==> src/design/nfom_regs.vh <==
`ifndef NFOM_REGS_VH
`define NFOM_REGS_VH
// Register byte addresses (printed offsets 02h, 03h are indices).
`define NFOM_IDX_OPCTL     8'h02
`define NFOM_IDX_MODE      8'h03
`define NFOM_ADDR_OPCTL    12'h008
`define NFOM_ADDR_MODE     12'h00c
`define NFOM_ADDR_STATUS   12'h010
`define NFOM_ADDR_SETUP    12'h014
// Reset values.
`define NFOM_OPCTL_RST     8'h00
`define NFOM_MODE_RST      8'h08
`define NFOM_SETUP_RST     8'h00
// Operation control fields.
`define NFOM_OP_EN         7
`define NFOM_OP_RX_EN      6
`define NFOM_OP_ONE_CHN    5
`define NFOM_OP_MAN_CHN    4
`define NFOM_OP_TX_EN      3
`define NFOM_OP_WAKEUP     2
`define NFOM_OP_FD_HI      1
`define NFOM_OP_FD_LO      0
// Mode definition fields.
`define NFOM_MD_TARGET     7
`define NFOM_MD_PROT_HI    6
`define NFOM_MD_PROT_LO    3
`define NFOM_MD_MODKIND    2
`define NFOM_MD_AR_HI      1
`define NFOM_MD_AR_LO      0
// Setup register fields (receive path choice, frame format, pt resistance).
`define NFOM_SU_PATH       0
`define NFOM_SU_FRAME      1
`define NFOM_SU_PTRES_LO   4
`define NFOM_SU_PTRES_HI   7
// Field detector modes.
`define NFOM_FD_OFF        2'h0
`define NFOM_FD_CA         2'h1
`define NFOM_FD_PEER       2'h2
`define NFOM_FD_AUTO       2'h3
// Auto response modes.
`define NFOM_AR_OFF        2'h0
`define NFOM_AR_ANY        2'h1
`define NFOM_AR_PEEROFF    2'h2
// Initiator protocol codes.
`define NFOM_IP_P2P        4'h0
`define NFOM_IP_A          4'h1
`define NFOM_IP_B          4'h2
`define NFOM_IP_F          4'h3
`define NFOM_IP_T1T        4'h4
`define NFOM_IP_SUBC       4'he
`define NFOM_IP_BPSK       4'hf
// Target protocol codes.
`define NFOM_TP_A          4'h1
`define NFOM_TP_F          4'h4
`define NFOM_TP_P2P        4'h7
`endif

==> src/design/nfom_ctrl.v <==
// Behaviour
// bit 7 enables oscillator and regulators
// bit 6 enables receive operation
// bit 5 selects one or both channels
// bit 4 selects manual or automatic channel
// transmit enable, set by field-on, cleared
// bit 2 enters wake-up mode
// field detector mode decoded from bits 1:0
// detector only gives low power mode
// operation control defaults only at power-up
// bit 7 role, bits 6:3 protocol
// bit 2 selects OOK or AM
// auto response field decode
// mode writes only with crystal stable
// initiator protocol codes decoded
// unsupported initiator mode disables tx/rx
// target codes and bit rate detection
// host avoids frame format in detection
// passive target uses pt drive resistance
`timescale 1ns/10ps
`default_nettype none
`include "nfom_regs.vh"
module nfom_ctrl (
  input  wire        i_core_clk,
  input  wire        i_resetn,
  input  wire        i_por_n,
  input  wire        i_psel,
  input  wire        i_penable,
  input  wire        i_pwrite,
  input  wire [11:0] i_paddr,
  input  wire [31:0] i_pwdata,
  input  wire [3:0]  i_pstrb,
  output reg  [31:0] o_prdata,
  output reg         o_pready,
  output reg         o_pslverr,
  input  wire        i_xtal_stable,
  input  wire        i_field_on_cmd,
  input  wire        i_tx_done,
  output reg         o_osc_reg_on,
  output reg         o_rx_enable,
  output reg         o_am_chn_on,
  output reg         o_pm_chn_on,
  output reg         o_chn_auto,
  output reg         o_chn_pick_pm,
  output reg         o_tx_enable,
  output reg         o_wakeup_mode_on,
  output reg         o_fd_on,
  output reg         o_fd_ca_thr,
  output reg         o_fd_peer_thr,
  output reg         o_fd_auto,
  output reg         o_low_power_nfc,
  output reg         o_target,
  output reg  [3:0]  o_protocol,
  output reg         o_mode_supported,
  output reg         o_brd_mode,
  output reg         o_brd_type_f,
  output reg         o_brd_type_a,
  output reg         o_modulation_kind,
  output reg  [1:0]  o_auto_resp,
  output reg         o_passive_drive,
  output reg  [3:0]  o_drive_res,
  output reg         o_frame_fmt
);

  // Two-stage synchronisers for the pins from other domains.
  reg        por_s1_q;
  reg        por_s2_q;
  reg        xtal_s1_q;
  reg        xtal_s2_q;
  reg        fon_s1_q;
  reg        fon_s2_q;
  reg        fon_s3_q;
  reg        txd_s1_q;
  reg        txd_s2_q;
  reg        txd_s3_q;
  reg  [7:0] opctl_q;
  reg  [7:0] opctl_d;
  reg  [7:0] mode_q;
  reg  [7:0] setup_q;
  reg        mode_wr_drop_q;
  reg        mode_wr_drop_d;
  reg  [31:0] rdata_d;
  reg        err_d;
  reg        supp_d;
  reg        tx_allow;

  wire       access;
  wire       wr_en;
  wire       wr_opctl;
  wire       wr_mode;
  wire       wr_setup;
  wire       wr_status;
  wire       field_on_pulse;
  wire       tx_done_pulse;
  wire [3:0] prot;
  wire       role_t;
  wire       active_p2p;
  wire       addr_ok;

  // Synchronisers run on every rising edge; the first stage feeds only the second.
  always @(posedge i_core_clk) begin
    por_s1_q  <= i_por_n;
    por_s2_q  <= por_s1_q;
    xtal_s1_q <= i_xtal_stable;
    xtal_s2_q <= xtal_s1_q;
    fon_s1_q  <= i_field_on_cmd;
    fon_s2_q  <= fon_s1_q;
    fon_s3_q  <= fon_s2_q;
    txd_s1_q  <= i_tx_done;
    txd_s2_q  <= txd_s1_q;
    txd_s3_q  <= txd_s2_q;
  end

  assign field_on_pulse = fon_s2_q & ~fon_s3_q;
  assign tx_done_pulse  = txd_s2_q & ~txd_s3_q;

  // APB decode; pready answers one cycle after the access phase begins, so one wait state.
  assign access    = i_psel & i_penable & ~o_pready;
  assign wr_en     = access & i_pwrite & i_pstrb[0];
  assign addr_ok   = (i_paddr == `NFOM_ADDR_OPCTL) |
                     (i_paddr == `NFOM_ADDR_MODE) |
                     (i_paddr == `NFOM_ADDR_STATUS) |
                     (i_paddr == `NFOM_ADDR_SETUP);
  assign wr_opctl  = wr_en & (i_paddr == `NFOM_ADDR_OPCTL);
  assign wr_mode   = wr_en & (i_paddr == `NFOM_ADDR_MODE);
  assign wr_setup  = wr_en & (i_paddr == `NFOM_ADDR_SETUP);
  assign wr_status = wr_en & (i_paddr == `NFOM_ADDR_STATUS);
  assign prot      = mode_q[`NFOM_MD_PROT_HI:`NFOM_MD_PROT_LO];
  assign role_t    = mode_q[`NFOM_MD_TARGET];
  assign active_p2p = role_t ? (prot == `NFOM_TP_P2P)
                             : (prot == `NFOM_IP_P2P);

  // Next value of operation control: software write, then hardware updates.
  always @* begin
    opctl_d = opctl_q;
    if (wr_opctl) begin
      opctl_d = i_pwdata[7:0];
    end
    // tx hardware update
    if (tx_done_pulse & active_p2p) begin
      opctl_d[`NFOM_OP_TX_EN] = 1'b0;
    end
    // field-on sets tx
    if (field_on_pulse) begin
      opctl_d[`NFOM_OP_TX_EN] = 1'b1;
    end
  end

  // Sticky flag for a mode write refused; a fresh refusal beats the clear.
  always @* begin
    mode_wr_drop_d = mode_wr_drop_q;
    if (wr_status & i_pwdata[0]) begin
      mode_wr_drop_d = 1'b0;
    end
    if (wr_mode & ~xtal_s2_q) begin
      mode_wr_drop_d = 1'b1;
    end
  end

  // power-up default only
  always @(posedge i_core_clk) begin
    if (!por_s2_q) begin
      opctl_q <= `NFOM_OPCTL_RST;
    end else begin
      opctl_q <= opctl_d;
    end
  end

  // Mode and setup live on the ordinary reset; the mode write is gated.
  always @(posedge i_core_clk) begin
    if (!i_resetn) begin
      mode_q         <= `NFOM_MODE_RST;
      setup_q        <= `NFOM_SETUP_RST;
      mode_wr_drop_q <= 1'b0;
    end else begin
      mode_wr_drop_q <= mode_wr_drop_d;
      // crystal stable gate
      if (wr_mode & xtal_s2_q) begin
        mode_q <= i_pwdata[7:0];
      end
      if (wr_setup) begin
        setup_q <= i_pwdata[7:0];
      end
    end
  end

  // Read mux; unmapped addresses answer with an error and zero data.
  always @* begin
    rdata_d = 32'h0000_0000;
    err_d   = ~addr_ok;
    case (i_paddr)
      `NFOM_ADDR_OPCTL:  rdata_d[7:0] = opctl_q;
      `NFOM_ADDR_MODE:   rdata_d[7:0] = mode_q;
      `NFOM_ADDR_SETUP:  rdata_d[7:0] = setup_q;
      `NFOM_ADDR_STATUS: rdata_d[3:0] = {o_low_power_nfc, supp_d,
                                         xtal_s2_q, mode_wr_drop_q};
      default:           rdata_d = 32'h0000_0000;
    endcase
  end

  // APB answer registers.
  always @(posedge i_core_clk) begin
    if (!i_resetn) begin
      o_pready  <= 1'b0;
      o_prdata  <= 32'h0000_0000;
      o_pslverr <= 1'b0;
    end else begin
      o_pready  <= access;
      o_pslverr <= access & err_d;
      if (access & ~i_pwrite) begin
        o_prdata <= rdata_d;
      end
    end
  end

  // Protocol legality per role.
  always @* begin
    supp_d = 1'b0;
    if (role_t) begin
      // target code check
      if (prot[3]) begin
        supp_d = 1'b1;
      end else begin
        case (prot)
          `NFOM_TP_A:   supp_d = 1'b1;
          `NFOM_TP_F:   supp_d = 1'b1;
          `NFOM_TP_P2P: supp_d = 1'b1;
          default:      supp_d = 1'b0;
        endcase
      end
    end else begin
      // initiator code check
      case (prot)
        `NFOM_IP_P2P:  supp_d = 1'b1;
        `NFOM_IP_A:    supp_d = 1'b1;
        `NFOM_IP_B:    supp_d = 1'b1;
        `NFOM_IP_F:    supp_d = 1'b1;
        `NFOM_IP_T1T:  supp_d = 1'b1;
        `NFOM_IP_SUBC: supp_d = 1'b1;
        `NFOM_IP_BPSK: supp_d = 1'b1;
        default:       supp_d = 1'b0;
      endcase
    end
    // unsupported disables tx/rx
    tx_allow = supp_d;
  end

  // Decoded control outputs, all registered.
  always @(posedge i_core_clk) begin
    if (!i_resetn) begin
      o_osc_reg_on      <= 1'b0;
      o_rx_enable       <= 1'b0;
      o_am_chn_on       <= 1'b0;
      o_pm_chn_on       <= 1'b0;
      o_chn_auto        <= 1'b0;
      o_chn_pick_pm     <= 1'b0;
      o_tx_enable       <= 1'b0;
      o_wakeup_mode_on  <= 1'b0;
      o_fd_on           <= 1'b0;
      o_fd_ca_thr       <= 1'b0;
      o_fd_peer_thr     <= 1'b0;
      o_fd_auto         <= 1'b0;
      o_low_power_nfc   <= 1'b0;
      o_target          <= 1'b0;
      o_protocol        <= 4'h0;
      o_mode_supported  <= 1'b0;
      o_brd_mode        <= 1'b0;
      o_brd_type_f      <= 1'b0;
      o_brd_type_a      <= 1'b0;
      o_modulation_kind <= 1'b0;
      o_auto_resp       <= 2'h0;
      o_passive_drive   <= 1'b0;
      o_drive_res       <= 4'h0;
      o_frame_fmt       <= 1'b0;
    end else begin
      // oscillator enable
      o_osc_reg_on     <= opctl_q[`NFOM_OP_EN];
      // receive enable
      o_rx_enable      <= opctl_q[`NFOM_OP_RX_EN] & tx_allow;
      // channel count
      o_am_chn_on      <= ~opctl_q[`NFOM_OP_ONE_CHN] |
                          ~setup_q[`NFOM_SU_PATH];
      o_pm_chn_on      <= ~opctl_q[`NFOM_OP_ONE_CHN] |
                          setup_q[`NFOM_SU_PATH];
      // channel selection method
      o_chn_auto       <= ~opctl_q[`NFOM_OP_ONE_CHN] &
                          ~opctl_q[`NFOM_OP_MAN_CHN];
      o_chn_pick_pm    <= setup_q[`NFOM_SU_PATH];
      // tx enable output
      o_tx_enable      <= opctl_q[`NFOM_OP_TX_EN] & tx_allow;
      // wake-up mode
      o_wakeup_mode_on <= opctl_q[`NFOM_OP_WAKEUP];
      // field detector decode
      o_fd_on          <= opctl_q[1:0] != `NFOM_FD_OFF;
      o_fd_ca_thr      <= (opctl_q[1:0] == `NFOM_FD_CA) |
                          (opctl_q[1:0] == `NFOM_FD_AUTO);
      o_fd_peer_thr    <= (opctl_q[1:0] == `NFOM_FD_PEER) |
                          (opctl_q[1:0] == `NFOM_FD_AUTO);
      o_fd_auto        <= opctl_q[1:0] == `NFOM_FD_AUTO;
      // low power initial mode
      o_low_power_nfc  <= (opctl_q[1:0] != `NFOM_FD_OFF) &
                          (opctl_q[7:2] == 6'h00);
      // role and protocol
      o_target         <= role_t;
      o_protocol       <= prot;
      o_mode_supported <= supp_d;
      // bit rate detection
      o_brd_mode       <= role_t & prot[3];
      o_brd_type_f     <= role_t & prot[3] & prot[2];
      o_brd_type_a     <= role_t & prot[3] & prot[0];
      // modulation kind
      o_modulation_kind <= mode_q[`NFOM_MD_MODKIND];
      // auto response, reserved code treated as off
      o_auto_resp      <= (mode_q[1:0] == `NFOM_AR_ANY) ? `NFOM_AR_ANY :
                          (mode_q[1:0] == `NFOM_AR_PEEROFF) ?
                          `NFOM_AR_PEEROFF : `NFOM_AR_OFF;
      // passive target drive
      o_passive_drive  <= role_t & (prot[3] | (prot == `NFOM_TP_A) |
                                    (prot == `NFOM_TP_F));
      o_drive_res      <= setup_q[`NFOM_SU_PTRES_HI:`NFOM_SU_PTRES_LO];
      // frame format forced off in detection mode
      o_frame_fmt      <= setup_q[`NFOM_SU_FRAME] & ~(role_t & prot[3]);
    end
  end

endmodule
`default_nettype wire

==> config.mk <==
export PLATFORM = sky130hd
export DESIGN_NAME = nfom_ctrl
export DESIGN_NICKNAME = d
export VERILOG_FILES = /design/src/design/nfom_ctrl.v
export VERILOG_INCLUDE_DIRS = /design/src /design/src/design
export SDC_FILE = /design/constraint.sdc
export NUM_CORES = 1
export LEC_CHECK = 0
export BUFFER_PORTS_ARGS = -buffer_cell sky130_fd_sc_hd__buf_2
export CAP_MARGIN = 20
export CORE_ASPECT_RATIO = 1.25
export CORE_MARGIN = 2
export CORE_UTILIZATION = 35
export DETAILED_ROUTE_END_ITERATION = 12
export PLACE_DENSITY = 0.58
export RECOVER_POWER = 25
export SLEW_MARGIN = 5
export SYNTH_ARGS = -nofsm -noshare
export SYNTH_HDL_FRONTEND = slang
export SYNTH_SLANG_ARGS = --single-unit
==> constraint.sdc <==
create_clock -name i_core_clk -period 5 [get_ports i_core_clk]
set_clock_uncertainty 0.05 [all_clocks]
set_input_delay 0.5 -clock i_core_clk [delete_from_list [all_inputs] [get_ports i_core_clk]]
set_output_delay 0.5 -clock i_core_clk [all_outputs]
set_load 0.03 [all_outputs]
==> flow_summary.toml <==
[synthesis]
yosysTopAreaCell = "dfxtp_1"
synth_warnings = 0
yosys.area_share.simple_pct = 21.0
synthMuxAreaShare_pct = 1.10
ys_async_sr_fraction_pct = 0
synth_top_family_by_area = "simple AND/OR/NAND/NOR gates"
yosysSeqAreaShare_pct = 53.3
syn-mean-instance-area_um2 = 9.71
synth.top_cells.by_area = "dfxtp_1 53%, buf_4 6.3%, nand2_1 5.0%"
synth_cell_type_count = 46
synth_xor_area_share_pct = 0.307
synthAdderAreaFrac_pct = 0
synth_edf_count = 0
synth_ff_type = "dfxtp_1"
yosysTopAreaCellShare_pct = 53.3
ys_ff_latch = 76
syn-instance-count = 294
syn_area_mm2 = 0.00285
synth_compound_area_share_pct = 14.7

[sta]
setup_viol = 0
period_needed_ns = 2.56
setup_tns_ns = 0
rsz0062_at_grt = "false"
max_slew_margin_pct = 14.0
hold_ws_ns = 0.190
clock.fmax_mhz = 390
period_share_pct = 51.2
worst_pin_slew_ns = 1.29
slew_violations = 0
hold_viol_final = 0

[global_route]
grt_overflow = 0
grt_start_max_net_pins = 33
grt_pass1_wl_mm = 10.1
grt_pass1_vias = 2058
track_usage_pct = 14.8
antenna_found_initial = 0

[routing]
route.detailed.drc = 0
via_per_inst = 4.77
ant_nets = 0
wl_met2_mm = 3.28
wl_met3_um = 373
wl_met1_mm = 2.71
num_vias = 2194
drtPass1Iterations = 4
wl_per_cell_um = 14.2
maxUsedRoutingLayer = "met4"
first_iter_violations = 116
drt-total-wl_mm = 6.52

[clocking]
htree_levels = 3
clock_latency_ns = 0.35
cts_sinks = 76
cts.path.max_buffers = 2
cts_hold_buf = 0
numCtsBuffers = 9
clkTransAtPathRegs_ns = 0.08
ctsRootBufferMaster = "clkbuf_8"
cts_setup_buffers = 0
postCtsResizedCells = 0
cts_tree = "built"

[die]
dieArea_mm2 = 0.00890
initial_utilization_pct = 36.4
rows = 36
fp.coreArea_mm2 = 0.00784
die_h_um = 105
fp.dieW_um = 84.8
ios = 122

[critical_path]
arrival_ns = 2.70
cp-end-kind = "register"
critPathMaxFanout = 16
path_class = "primary input to register"
max_stage_delay_ns = 0.72
crit_start = "i_paddr[7]"
rr_startpoint = "o_pready"
slowest_stage = "nor4_4"
path_cells = "buf_2 -> or4_4 -> nor4_4 -> nand4_2 -> nor3_1 -> a31oi_1"
startpoint_type = "primary input"
required_ns = 5.14

[final_layout]
syn_to_final_growth_pct = 18.9
fin_area_mm2 = 0.00339
nets = 417
drive_above_1_share_pct = 26.8
final_common_cell = "dfxtp_1"
diodes = 0
fillCellCount = 813
final_cell_mix = "76 x dfxtp_1, 69 x buf_2, 38 x nand2_1"

[place]
dp_hpwl_mm = 4.73
io_buffers = 70
place.gp.congestion = 0.781
placed_area_mm2 = 0.00315

[power]
leakage_uw = 0.00149
p_total_uw = 1230
power.density_mw_per_mm2 = 363
peakVddDrop_mv = 0.149

[status]
status = "finished, final reports clean"

[flow_run]
maxCapViolCount = 0

[worst_hold_path]
min_from = "i_por_n"
hold_path.class = "primary input to register"
worst max-delay path, delay by kind of cell:
| family | cells | cell delay, ns |
|---|---|---|
| simple gates | 4 | 2.03 |
| compound gates | 1 | 0.06 |
| buf+inv | 1 | 0.10 |
sequential cells by signal (all words and copies together), names as in the netlist, 2 cells and up:
name and cells:
setup_q 8, o_prdata 8, mode_q 8, o_auto_resp 2, o_protocol 4, o_drive_res 4, opctl_q 8
per-layer routing:
metal  vias to the layer above  global-route usage, %
met1                      1006                   17.8
met2                        70                   23.7
met3                        15                   4.98
met5                         -                      0
li1                       1103                      -
met4                         0                   6.80
worst paths after layout:
check | to | slack, ns | depth (start not counted)
max reg2reg | mode_q[3] | 2.67 | 5
max | mode_q[3] | 2.44 | 6
min | por_s1_q | 0.19 | 1
min reg2reg | por_s2_q | 0.28 | 0
cell usage after synthesis, types with 2 or more instances:
cell type  instances
dfxtp_1           76
nand2_1           38
buf_4             24
and2_1            18
nand3_1           17
clkbuf_1          11
nor2_1            11
o21ai_0           11
a21boi_0           8
a22o_1             7
a22oi_1            7
a21oi_1            6
nor3_1             6
o21ai_1            6
o21ai_2            5
and3_1             3
buf_6              3
inv_1              3
a221oi_1           2
a31oi_1            2
mux2i_1            2
nand3b_1           2
nor2b_1            2
or2_2              2
where the power goes:
group	switching (uW)	leakage, uW	total, uW	internal, uW
Combinational	59.4	0.000760	78.2	18.8
Clock	215	0.000116	538	322
Sequential	4.02	0.000618	617	613
Total	279	0.00149	1230	954
area by class of cell:
type | count | area [um^2] | area share (%)
clock buffer | 13 | 169 | 4.98
clock inverter | 3 | 67.6 | 1.99
inverter | 3 | 11.3 | 0.332
multi-input combinational | 199 | 1150 | 33.8
sequential | 76 | 1520 | 44.9
tap | 95 | 119 | 3.50
timing repair buffer | 71 | 357 | 10.5
through the flow:
step	utilization [%]	cells	setup WS, ns
floorplan	-	317	2.92
global placement	40.2	443	2.07
detailed placement	40.2	443	2.08
CTS	43.2	459	2.46
global route	43.3	460	2.19
finish	43.3	460	2.44
cells by family after synthesis:
group                  after synthesis
AO/OA/AOI/OAI                       60
XOR/XNOR                             1
buffers and inverters               42
flip-flops                          76
multiplexers                         3
other                                1
AND/OR/NAND/NOR                    111
(Power assumes the default switching activity.)
